File: src/design/gpio_mux_pkg.sv
// ==================================================================
// shared constants of the port block
package gpio_mux_pkg;

    localparam int NUM_PINS = 32;
    localparam int NUM_GROUPS = 8;

    // ==================================================================
    // register word offsets (byte address = 4 * offset)
    localparam logic [4:0] OFS_DIR = 5'h00;
    localparam logic [4:0] OFS_DATA = 5'h04;
    localparam logic [4:0] OFS_SEL_A = 5'h08;
    localparam logic [4:0] OFS_SEL_B = 5'h0c;
    localparam logic [4:0] OFS_SEL_C = 5'h10;
    localparam logic [4:0] OFS_PULLUP = 5'h11;
    localparam logic [4:0] OFS_PORT_CTRL = 5'h12;
    localparam logic [4:0] OFS_BUS_MODE = 5'h13;

    // ==================================================================
    // field positions
    localparam int KEY_INHIBIT_BIT = 7;
    localparam int OD_SEL_BIT = 0;
    localparam int MODE_EXT_BIT = 0;
    localparam int MODE_BUS8_BIT = 1;
    localparam int INPUT_ONLY_PIN = 29;

    // ==================================================================
    // reset values
    localparam logic [31:0] RST_PINS = 32'h0000_0000;
    localparam logic [7:0] RST_BYTE = 8'h00;
    localparam logic RST_OD_SEL = 1'b0;

    // ==================================================================
    // pin feature masks, one bit per pin
    localparam logic [31:0] DIR_IMPL = 32'hdfff_ffff;
    localparam logic [31:0] BUS_PIN_MASK = 32'h0000_ffff;
    localparam logic [31:0] BUS8_FREED_MASK = 32'h0000_ff00;
    localparam logic [31:0] OD_PORT_MASK = 32'h0000_ff00;
    localparam logic [31:0] OD_FIXED_MASK = 32'h0003_0000;
    localparam logic [31:0] KEY_MASK = 32'h0f00_0000;
    localparam logic [31:0] MULTI_MASK = 32'h78ff_0000;
    localparam logic [31:0] THIRD_MASK = 32'h007f_0000;
    localparam logic [31:0] PULLUP_IMPL = 32'hdffc_ffff;
    localparam int THIRD_BASE = 16;

endpackage

File: src/design/pin_ctrl_if.sv
`timescale 1ns/100ps
// ==================================================================
// settings and sources handed to the pin drivers
interface pin_ctrl_if;
    logic [31:0] dir;
    logic [31:0] latch;
    logic [31:0] sel_a;
    logic [31:0] sel_b;
    logic [7:0] sel_c;
    logic [31:0] bus_pins;
    logic [31:0] od_mask;
    logic [31:0] ext_out;
    logic [31:0] ext_oe;
    logic [31:0] p1;
    logic [31:0] p2;
    logic [31:0] p3;

    modport ctrl(output dir, latch, sel_a, sel_b, sel_c, bus_pins,
        od_mask, ext_out, ext_oe, p1, p2, p3);
    modport drive(input dir, latch, sel_a, sel_b, sel_c, bus_pins,
        od_mask, ext_out, ext_oe, p1, p2, p3);
endinterface

File: src/design/pin_drive.sv
`timescale 1ns/100ps
// ==================================================================
// per-pin output selection and driver control
module pin_drive
    import gpio_mux_pkg::*;
(
    input wire logic core_clk,
    input wire logic rst_n,
    pin_ctrl_if.drive cfg,
    output logic [31:0] pin_out,
    output logic [31:0] pin_oe
);

    logic [31:0] next_out;
    logic [31:0] next_oe;

    // three-level output choice for one pin
    function automatic logic pick(input int i, input logic a,
        input logic b, input logic c, input logic lat, input logic f1,
        input logic f2, input logic f3);
        logic v;
        v = lat;
        if (a) begin
            if (!MULTI_MASK[i]) begin
                v = f1;
            end else if (THIRD_MASK[i]) begin
                v = b ? (c ? f3 : f1) : f2;
            end else begin
                v = b ? f2 : f1;
            end
        end
        return v;
    endfunction

    // ==================================================================
    // output mux
    always_comb begin
        logic v;
        logic c;
        v = 1'b0;
        c = 1'b0;
        for (int i = 0; i < NUM_PINS; i++) begin
            c = (THIRD_MASK[i]) ? cfg.sel_c[3'(i - THIRD_BASE)] : 1'b0;
            v = pick(i, cfg.sel_a[i], cfg.sel_b[i], c, cfg.latch[i],
                cfg.p1[i], cfg.p2[i], cfg.p3[i]);
            if (cfg.bus_pins[i]) begin
                next_out[i] = cfg.ext_out[i];
                next_oe[i] = cfg.ext_oe[i];
            end else if (cfg.od_mask[i]) begin
                next_out[i] = 1'b0;
                next_oe[i] = cfg.dir[i] & ~v;
            end else begin
                next_out[i] = v;
                next_oe[i] = cfg.dir[i];
            end
        end
    end

    always_ff @(posedge core_clk) begin
        if (!rst_n) begin
            pin_out <= RST_PINS;
            pin_oe <= RST_PINS;
        end else begin
            pin_out <= next_out;
            pin_oe <= next_oe;
        end
    end
endmodule

File: src/design/programmable_io_port_mux.sv
// Design decisions made here: the Avalon-MM interface to the registers and the register addresses.
`timescale 1ns/100ps
module programmable_io_port_mux
    import gpio_mux_pkg::*;
(
    input wire logic core_clk,
    input wire logic rst_n,
    input wire logic [4:0] avs_address,
    input wire logic avs_read,
    input wire logic avs_write,
    input wire logic [31:0] avs_writedata,
    input wire logic [3:0] avs_byteenable,
    output logic [31:0] avs_readdata,
    output logic avs_waitrequest,
    input wire logic ext_mode,
    input wire logic bus_8bit,
    input wire logic [31:0] ext_bus_out,
    input wire logic [31:0] ext_bus_oe,
    input wire logic [31:0] periph1_out,
    input wire logic [31:0] periph2_out,
    input wire logic [31:0] periph3_out,
    input wire logic [31:0] pin_in,
    output logic [31:0] pin_out,
    output logic [31:0] pin_oe,
    output logic [31:0] pull_up_en,
    output logic [31:0] periph_in,
    output logic key_irq
);

    logic [31:0] dir;
    logic [31:0] latch;
    logic [31:0] sel_a;
    logic [31:0] sel_b;
    logic [7:0] sel_c;
    logic [7:0] pull_grp;
    logic od_sel;
    logic [31:0] pin_meta;
    logic [31:0] pin_sync;
    logic [31:0] bus_pins;
    logic [31:0] key_block;
    logic [31:0] port_rd;
    logic [31:0] next_readdata;
    logic wr_go;
    logic inhibit;

    pin_ctrl_if cfg_if();

    // ==================================================================
    // helpers

    // replace one byte of a pin vector
    function automatic logic [31:0] put_byte(input logic [31:0] vec,
        input logic [1:0] idx, input logic [7:0] val);
        logic [31:0] r;
        r = vec;
        r[8 * idx +: 8] = val;
        return r;
    endfunction

    // bits under keep hold their old value
    function automatic logic [31:0] merge(input logic [31:0] old,
        input logic [31:0] nw, input logic [31:0] keep);
        return (old & keep) | (nw & ~keep);
    endfunction

    // word address falls in a four-word pin bank
    function automatic logic in_bank(input logic [4:0] addr,
        input logic [4:0] base);
        return addr[4:2] == base[4:2];
    endfunction

    // ==================================================================
    // pin input synchroniser
    always_ff @(posedge core_clk) begin
        if (!rst_n) begin
            // key pins idle high: no false key request after reset
            pin_meta <= RST_PINS | KEY_MASK;
            pin_sync <= RST_PINS | KEY_MASK;
        end else begin
            pin_meta <= pin_in;
            pin_sync <= pin_meta;
        end
    end

    // ==================================================================
    // mode decode
    assign inhibit = sel_c[KEY_INHIBIT_BIT];
    assign key_block = inhibit ? KEY_MASK : 32'h0000_0000;
    assign bus_pins = ext_mode ?
        (BUS_PIN_MASK & ~(bus_8bit ? BUS8_FREED_MASK : 32'h0000_0000)) :
        32'h0000_0000;
    assign port_rd = pin_sync & ~key_block;
    assign wr_go = avs_write & ~avs_waitrequest & avs_byteenable[0];

    // ==================================================================
    // avalon handshake: one wait cycle per access
    always_ff @(posedge core_clk) begin
        if (!rst_n) begin
            avs_waitrequest <= 1'b1;
        end else if ((avs_read | avs_write) && avs_waitrequest) begin
            avs_waitrequest <= 1'b0;
        end else begin
            avs_waitrequest <= 1'b1;
        end
    end

    always_comb begin
        next_readdata = 32'h0000_0000;
        if (in_bank(avs_address, OFS_DIR)) begin
            next_readdata = {24'h000000, dir[8 * avs_address[1:0] +: 8]};
        end else if (in_bank(avs_address, OFS_DATA)) begin
            next_readdata = {24'h000000,
                port_rd[8 * avs_address[1:0] +: 8]};
        end else if (in_bank(avs_address, OFS_SEL_A)) begin
            next_readdata = {24'h000000, sel_a[8 * avs_address[1:0] +: 8]};
        end else if (in_bank(avs_address, OFS_SEL_B)) begin
            next_readdata = {24'h000000, sel_b[8 * avs_address[1:0] +: 8]};
        end else if (avs_address == OFS_SEL_C) begin
            next_readdata = {24'h000000, sel_c};
        end else if (avs_address == OFS_PULLUP) begin
            next_readdata = {24'h000000, pull_grp};
        end else if (avs_address == OFS_PORT_CTRL) begin
            next_readdata = 32'h0000_0000;
            next_readdata[OD_SEL_BIT] = od_sel;
        end else if (avs_address == OFS_BUS_MODE) begin
            next_readdata = 32'h0000_0000;
            next_readdata[MODE_EXT_BIT] = ext_mode;
            next_readdata[MODE_BUS8_BIT] = bus_8bit;
        end
    end

    always_ff @(posedge core_clk) begin
        if (!rst_n) begin
            avs_readdata <= RST_PINS;
        end else if (avs_read && avs_waitrequest) begin
            avs_readdata <= next_readdata;
        end
    end

    // ==================================================================
    // direction and data latches
    always_ff @(posedge core_clk) begin
        if (!rst_n) begin
            dir <= RST_PINS;
        end else if (wr_go && in_bank(avs_address, OFS_DIR)) begin
            dir <= merge(dir, put_byte(dir, avs_address[1:0],
                avs_writedata[7:0]), bus_pins) & DIR_IMPL;
        end
    end

    always_ff @(posedge core_clk) begin
        if (!rst_n) begin
            latch <= RST_PINS;
        end else if (wr_go && in_bank(avs_address, OFS_DATA)) begin
            latch <= merge(latch, put_byte(latch, avs_address[1:0],
                avs_writedata[7:0]), bus_pins);
        end
    end

    // ==================================================================
    // function selects
    always_ff @(posedge core_clk) begin
        if (!rst_n) begin
            sel_a <= RST_PINS;
        end else if (wr_go && in_bank(avs_address, OFS_SEL_A)) begin
            sel_a <= put_byte(sel_a, avs_address[1:0], avs_writedata[7:0]);
        end
    end

    always_ff @(posedge core_clk) begin
        if (!rst_n) begin
            sel_b <= RST_PINS;
        end else if (wr_go && in_bank(avs_address, OFS_SEL_B)) begin
            sel_b <= put_byte(sel_b, avs_address[1:0],
                avs_writedata[7:0]) & MULTI_MASK;
        end
    end

    always_ff @(posedge core_clk) begin
        if (!rst_n) begin
            sel_c <= RST_BYTE;
        end else if (wr_go && avs_address == OFS_SEL_C) begin
            sel_c <= avs_writedata[7:0];
        end
    end

    // ==================================================================
    // pull-up groups and port control
    always_ff @(posedge core_clk) begin
        if (!rst_n) begin
            pull_grp <= RST_BYTE;
        end else if (wr_go && avs_address == OFS_PULLUP) begin
            pull_grp <= avs_writedata[7:0];
        end
    end

    always_ff @(posedge core_clk) begin
        if (!rst_n) begin
            od_sel <= RST_OD_SEL;
        end else if (wr_go && avs_address == OFS_PORT_CTRL) begin
            od_sel <= avs_writedata[OD_SEL_BIT];
        end
    end

    always_ff @(posedge core_clk) begin
        if (!rst_n) begin
            pull_up_en <= RST_PINS;
        end else begin
            for (int i = 0; i < NUM_PINS; i++) begin
                pull_up_en[i] <= pull_grp[i / 4] & ~dir[i]
                    & PULLUP_IMPL[i];
            end
        end
    end

    // ==================================================================
    // peripheral input and key request
    always_ff @(posedge core_clk) begin
        if (!rst_n) begin
            periph_in <= RST_PINS;
        end else begin
            periph_in <= pin_sync & ~key_block;
        end
    end

    always_ff @(posedge core_clk) begin
        if (!rst_n) begin
            key_irq <= 1'b0;
        end else begin
            key_irq <= ~inhibit & (|(~pin_sync & KEY_MASK));
        end
    end

    // ==================================================================
    // pin drivers
    assign cfg_if.dir = dir;
    assign cfg_if.latch = latch;
    assign cfg_if.sel_a = sel_a;
    assign cfg_if.sel_b = sel_b;
    assign cfg_if.sel_c = sel_c;
    assign cfg_if.bus_pins = bus_pins;
    assign cfg_if.od_mask = OD_FIXED_MASK |
        (od_sel ? OD_PORT_MASK : 32'h0000_0000);
    assign cfg_if.ext_out = ext_bus_out;
    assign cfg_if.ext_oe = ext_bus_oe;
    assign cfg_if.p1 = periph1_out;
    assign cfg_if.p2 = periph2_out;
    assign cfg_if.p3 = periph3_out;

    pin_drive u_pin_drive (
        .core_clk(core_clk),
        .rst_n(rst_n),
        .cfg(cfg_if.drive),
        .pin_out(pin_out),
        .pin_oe(pin_oe)
    );
endmodule

File: config.mk
export PLATFORM = sky130hd
export DESIGN_NAME = programmable_io_port_mux
export DESIGN_NICKNAME = d
export VERILOG_FILES = /design/src/design/gpio_mux_pkg.sv /design/src/design/pin_ctrl_if.sv /design/src/design/pin_drive.sv /design/src/design/programmable_io_port_mux.sv
export SDC_FILE = /design/constraint.sdc
export NUM_CORES = 1
export LEC_CHECK = 0
export BUFFER_PORTS_ARGS = -buffer_cell sky130_fd_sc_hd__buf_2
export CELL_PAD_IN_SITES_DETAIL_PLACEMENT = 1
export CELL_PAD_IN_SITES_GLOBAL_PLACEMENT = 1
export CORE_ASPECT_RATIO = 0.5
export CORE_MARGIN = 1
export CORE_UTILIZATION = 38
export DETAILED_ROUTE_END_ITERATION = 10
export PLACE_DENSITY = 0.8
export SLEW_MARGIN = 30
export SYNTH_ARGS = -nofsm -noshare
export SYNTH_HDL_FRONTEND = slang
export SYNTH_SLANG_ARGS = --single-unit
File: constraint.sdc
create_clock -name core_clk -period 2.6 [get_ports core_clk]
set_clock_uncertainty 0.05 [all_clocks]
set_input_delay 0.52 -clock core_clk [delete_from_list [all_inputs] [get_ports core_clk]]
set_output_delay 0.52 -clock core_clk [all_outputs]
set_load 0.02 [all_outputs]
Word-level counts from Yosys, hierarchy flattened
Index checks and enable logic that the tools add are counted.
W data, S select, Z words.
- logic and storage cells: 370
- output and inout bits: 162
- flip-flop bits (word level): 350
- reduce and logical (&&, ||, !) cells: 14
- eq/ne operators: 7
- bitwise operators: 137
- shift operators: 6
- mux-type cells: 185
- add/sub/neg operators: 1
- operators with widths (kind ; count):
    $mux W1 ; 169
    $mux W32 ; 5
    $bwmux W32 ; 4
    $shiftx A32 B6 Y8 ; 4
    $and A32 B32 Y32 ; 3
    $and A32 B16 Y32 ; 2
    $or A32 B32 Y32 ; 2
    $and A1 B1 Y1 ; 63
    $not A1 Y1 ; 62
    $mux W16 ; 3
    $neg A5 Y34 ; 1
    $shift A8 B34 Y32 const A ; 1
    $shiftx A8 B34 Y32 ; 1
    $not A16 Y32 ; 1
    $not A28 Y32 ; 1
    $mux W28 ; 1
    $not A28 Y28 ; 1
    $eq A5 B5 Y1 const B ; 4
    $not A16 Y16 ; 1
    $logic_and A1 B1 Y1 ; 9
    $mux W8 ; 1
    $eq A3 B2 Y1 const B ; 2
    $reduce_and A2 Y1 ; 3
    $mux W2 ; 2
    other kinds (4) ; 4

Logic depth before layout (Yosys ltp)
- depth after elaboration: 9
- depth in mapped cells: 10
- depth with buffers taken out: 7

By module
Synthesis repeated with hierarchy kept, for this count alone.
- cell total of the unflattened synthesis: 1352
- area total of the unflattened synthesis: 13360.3 µm²
- by module, submodules not included (module ; sequential area each (µm²) ; cells an instance ; area each (µm²) ; instances):
    programmable_io_port_mux ; 5185.0 ; 980 ; 9999.6 ; 1
    pin_drive ; 1281.2 ; 372 ; 3360.7 ; 1

Worst setup path after synthesis
Ideal clock, no wire load.
- path type: input to register
- start point: input avs_address[0]
- end point: register sel_c[0], in the netlist cfg_if.sel_c[0]
- slack: 295 ps
- arrival: 2127 ps
- library setup time: 128 ps
- stages: 8
- cells stage by stage: buf_4 > buf_6 > inv_1 > ha_1 > clkbuf_1 > nand4_1 > mux2i_1 > nor2_1
- cells in the longest elaborated chain, start to end: 2
- RTL lines (element ; RTL line ; source):
    start: declaration ; programmable_io_port_mux.sv:8 ; input wire logic [4:0] avs_address,
    $eq A5 B5 Y1 ; programmable_io_port_mux.sv:182 ; end else if (wr_go && avs_address == OFS_SEL_C) begin
    $logic_and A1 B1 Y1 ; programmable_io_port_mux.sv:182 ;
    end signal: assignment ; programmable_io_port_mux.sv:183 ; sel_c <= avs_writedata[7:0];
    end: declaration ; programmable_io_port_mux.sv:34 ; logic [7:0] sel_c;
No other way between the ends.
A chain may end at the register's enable or synchronous reset.

==> run_summary.xml <==
<?xml version="1.0" encoding="UTF-8"?>
<metrics>
  <group name="route">
    <metric name="route.vias.total" unit="">9812</metric>
    <metric name="drt-vias-per-instance" unit="">5.066</metric>
    <metric name="first_pass_iters" unit="">6</metric>
    <metric name="post_dr_wirelength_cell" unit="um">20.36</metric>
    <metric name="drtAntennaViolNets" unit="">0</metric>
    <metric name="initial_drc_count" unit="">612</metric>
    <metric name="wirelength" unit="mm">39.45</metric>
    <metric name="detail_route.drc_violations" unit="">0</metric>
  </group>
  <group name="worst_setup_path">
    <metric name="setup.worst_path.start" unit="">avs_waitrequest</metric>
    <metric name="worst_setup_path_start_kind" unit="">flop</metric>
    <metric name="regToRegSetupSlack" unit="ns">0.49</metric>
    <metric name="r2r_start" unit="">avs_waitrequest</metric>
    <metric name="required" unit="ns">2.98</metric>
    <metric name="worst_r2r_path_depth" unit="">5</metric>
    <metric name="cp_max_fo" unit="">8</metric>
    <metric name="worst-endpoint-arrival" unit="ns">2.49</metric>
    <metric name="critical_path_class" unit="">flop to flop</metric>
    <metric name="endpoint_kind" unit="">flop</metric>
  </group>
  <group name="power_and_ir_drop">
    <metric name="power_frac_comb" unit="%">6.7</metric>
    <metric name="cellInternalPower" unit="mW">7.842</metric>
    <metric name="netSwitchingPower" unit="mW">2.369</metric>
    <metric name="net_switching_share_of_the_total_power" unit="%">23.20</metric>
    <metric name="power.leakage" unit="nW">6.186</metric>
    <metric name="share_seq_of_total_power" unit="%">49.1</metric>
    <metric name="max-vdd-ir-drop" unit="uV">432.8</metric>
    <metric name="power" unit="mW">10.21</metric>
    <metric name="clkPwrFrac" unit="%">44.1</metric>
    <metric name="cellPowerDensity" unit="nW/um2">687.2</metric>
  </group>
  <group name="cts">
    <metric name="cts_inserted_buffers" unit="">29</metric>
    <metric name="cts-root-buf" unit="">sky130_fd_sc_hd__clkbuf_16</metric>
    <metric name="cts_post_setup_buffers_inserted" unit="">0</metric>
    <metric name="insertion_delay" unit="ns">0.57</metric>
    <metric name="post_cts_hold_buffer_count" unit="">0</metric>
    <metric name="tritoncts" unit="">done</metric>
    <metric name="clock_tree.buffer_depth" unit="">3</metric>
    <metric name="cts_sinks" unit="">320</metric>
    <metric name="post_cts.resized_instances" unit="">0</metric>
    <metric name="clkTransAtPathRegs" unit="ns">0.06</metric>
    <metric name="ctsHtreeMaxLevel" unit="">1</metric>
  </group>
  <group name="final_layout">
    <metric name="layout_nets" unit="">1740</metric>
    <metric name="flow.area_growth_from_synthesis" unit="%">22.57</metric>
    <metric name="final_cells" unit="">1937</metric>
    <metric name="fraction_of_final_layout_cells_with_drive_strength_greater_than_1" unit="%">25.71</metric>
  </group>
  <group name="floorplan">
    <metric name="placementRows" unit="">45</metric>
    <metric name="die_area" unit="um2">32660</metric>
    <metric name="floorplan.core_area" unit="um2">30850</metric>
    <metric name="chipHeight" unit="um">128.3</metric>
    <metric name="ios" unit="">401</metric>
    <metric name="initial_standard_cell_utilization_of_the_core" unit="%">39.29</metric>
    <metric name="dieWidth" unit="um">254.6</metric>
  </group>
  <group name="grt">
    <metric name="globalRoute.totalOverflow" unit="">0</metric>
    <metric name="globalRouteTotalUtil" unit="%">23.68</metric>
    <metric name="grt_pass1_wl" unit="mm">58.71</metric>
    <metric name="antenna_found_initial" unit="">1</metric>
    <metric name="grt_pass1_vias" unit="">10195</metric>
    <metric name="pin_count_of_the_biggest_net_entering_global_routing" unit="">104</metric>
  </group>
  <group name="synthesis">
    <metric name="synth_top_cells_by_area" unit="">sky130_fd_sc_hd__dfxtp_1 53%, sky130_fd_sc_hd__mux2i_1 9.2%, sky130_fd_sc_hd__and2_1 7.0%</metric>
    <metric name="synth-edff-count" unit="">0</metric>
    <metric name="synth.most_common_cell" unit="">sky130_fd_sc_hd__dfxtp_1</metric>
    <metric name="synth_area_per_cell" unit="um2">9.847</metric>
    <metric name="netlist_area" unit="um2">12120</metric>
    <metric name="synth_top_area_cell" unit="">sky130_fd_sc_hd__dfxtp_1</metric>
    <metric name="synth_flop_cell" unit="">sky130_fd_sc_hd__dfxtp_1</metric>
    <metric name="synthCells" unit="">1231</metric>
    <metric name="synth_cell_types" unit="">50</metric>
    <metric name="yosys-top-cells-count" unit="">320 x sky130_fd_sc_hd__dfxtp_1, 166 x sky130_fd_sc_hd__nor2_1, 135 x sky130_fd_sc_hd__and2_1</metric>
    <metric name="ys_seq_area_share" unit="%">52.85</metric>
    <metric name="synth_async_sr_flop_share" unit="%">0</metric>
    <metric name="postSynthRegisterBits" unit="">320</metric>
    <metric name="synth_top_area_share" unit="%">52.85</metric>
    <metric name="synth-warning-count" unit="">0</metric>
  </group>
  <group name="timing">
    <metric name="timing.fmax" unit="MHz">474.5</metric>
    <metric name="finalSetupViolations" unit="">0</metric>
    <metric name="final_critical_path_setup_slack" unit="ns">0.4927</metric>
    <metric name="total_neg_setup_slack" unit="ns">0</metric>
    <metric name="post-route-min-period" unit="ns">2.107</metric>
    <metric name="slew-limit-headroom" unit="%">54.58</metric>
    <metric name="report.final.slew_viol_count" unit="">0</metric>
    <metric name="rsz0062_at_grt" unit="">no</metric>
    <metric name="final_clock_period_utilization_by_the_worst_path" unit="%">81.05</metric>
    <metric name="worstMarginPinSlew" unit="ns">0.6787</metric>
    <metric name="finalHoldViolCount" unit="">0</metric>
    <metric name="fin_hold_ws" unit="ns">0.1002</metric>
  </group>
  <group name="placed_design">
    <metric name="port-buffer-count" unit="">263</metric>
    <metric name="gp_congestion" unit="">0.9246</metric>
    <metric name="placement.setup.worst_slack" unit="ns">0.2001</metric>
    <metric name="post-dp-hpwl" unit="mm">29.86</metric>
    <metric name="place.detailed.instances" unit="">1886</metric>
  </group>
  <group name="worst_hold_path">
    <metric name="hold_path_depth" unit="">2</metric>
    <metric name="holdCritStartpoint" unit="">pin_in[24]</metric>
    <metric name="hold_path.class" unit="">input port to flop</metric>
  </group>
  <group name="outcome">
    <metric name="run_status" unit="">finished clean</metric>
  </group>
  <group name="flow_run">
    <metric name="max_cap_viol_count" unit="">0</metric>
  </group>
</metrics>
-- final timing paths --
kind	endpoint
setup / recovery	flop
hold reg to reg	pin_sync[24]
hold / removal	pin_meta[24]
setup reg to reg	flop
-- critical path: stages, from the launching register on --
cell and delay [ns]:
sky130_fd_sc_hd__dfxtp_1 0.34, sky130_fd_sc_hd__and3b_1 0.45, sky130_fd_sc_hd__nand2_1 0.30, sky130_fd_sc_hd__nor3_4 0.51
sky130_fd_sc_hd__mux2i_1 0.25, sky130_fd_sc_hd__nor2_1 0.07
-- sequential cells by signal, indices dropped and copies added (netlist names), 8 cells and up, named ones only --
signal / flops
pin_sync: 32
u_pin_drive.pin_out: 30
pull_up_en: 29
cfg_if.sel_c: 8
cfg_if.sel_a: 32
cfg_if.latch: 16
pin_meta: 32
pull_grp: 8
u_pin_drive.pin_oe: 31
cfg_if.dir: 15
cfg_if.sel_b: 12
periph_in: 32
avs_readdata: 8
-- power by group through the flow --
stage / Combinational (mW) / Clock [mW] / Sequential, mW
after floorplan: 0.372 / 0 / 5.17
after global placement: 0.661 / 0 / 5.13
after detailed placement: 0.679 / 0 / 5.13
after CTS: 0.682 / 4.59 / 5.02
after global routing: 0.736 / 4.80 / 5.02
final: 0.685 / 4.51 / 5.02
-- cell families (layout without fill, tap and decap cells) --
group | after synthesis | count (layout) | synth area share [%]
AOI/OAI and AO/OA | 169 | 169 | 8.072
adders and majority gates | 7 | 7 | 0.7225
buffers and inverters | 103 | 356 | 4.480
DFF | 320 | 320 | 52.85
muxes | 142 | 142 | 14.18
other | 1 | 31 | 0.03094
and+or+nand+nor | 489 | 489 | 19.66
-- routing by layer --
metal | part of all wire, % | vias up | wire length [um] | GRT usage (%)
met3 | 5.9 | 52 | 2331 | 4.426
met5 | 0 | - | 0 | 0
li1 | - | 4608 | - | -
met2 | 49 | 307 | 19320 | 41.13
met1 | 43 | 4845 | 17040 | 30.50
met4 | 1.9 | 0 | 754 | 5.354
-- final cells by class --
| class | instances | area (um2) |
|---|---|---|
| sequential | 320 | 6406 |
| inverter | 10 | 40.04 |
| clock inverter | 10 | 157.7 |
| fill | 3582 | 16000 |
| clock buffer | 40 | 827.0 |
| timing repair buffer | 296 | 1614 |
| multi-input combinational | 837 | 5281 |
| antenna | 1 | 2.502 |
| tap | 423 | 529.3 |
-- cell usage in the layout, fill, tap and decap left out, types with 8 or more instances in the layout --
cell / n
sky130_fd_sc_hd__nand2b_1: 11
sky130_fd_sc_hd__buf_4: 29
sky130_fd_sc_hd__mux2_2: 8
sky130_fd_sc_hd__dfxtp_1: 320
sky130_fd_sc_hd__inv_1: 9
sky130_fd_sc_hd__mux2i_1: 111
sky130_fd_sc_hd__mux4_2: 23
sky130_fd_sc_hd__nor2_1: 166
sky130_fd_sc_hd__o22ai_1: 8
sky130_fd_sc_hd__clkbuf_16: 29
sky130_fd_sc_hd__conb_1: 30
sky130_fd_sc_hd__a21oi_1: 79
sky130_fd_sc_hd__nand3_1: 11
sky130_fd_sc_hd__a22oi_1: 13
sky130_fd_sc_hd__and2_1: 135
sky130_fd_sc_hd__o21ai_0: 38
sky130_fd_sc_hd__a211oi_1: 12
sky130_fd_sc_hd__buf_2: 263
sky130_fd_sc_hd__nand2_1: 124
-- metrics by stage --
step | utilization, % | area [um2]
final | 48.15 | 14860
after global routing | 48.15 | 14860
after CTS | 48.15 | 14860
after detailed placement | 44.96 | 13870
after global placement | 44.96 | 13870
after floorplan | - | 12230
No activity file was read; power rests on OpenSTA's default activity.
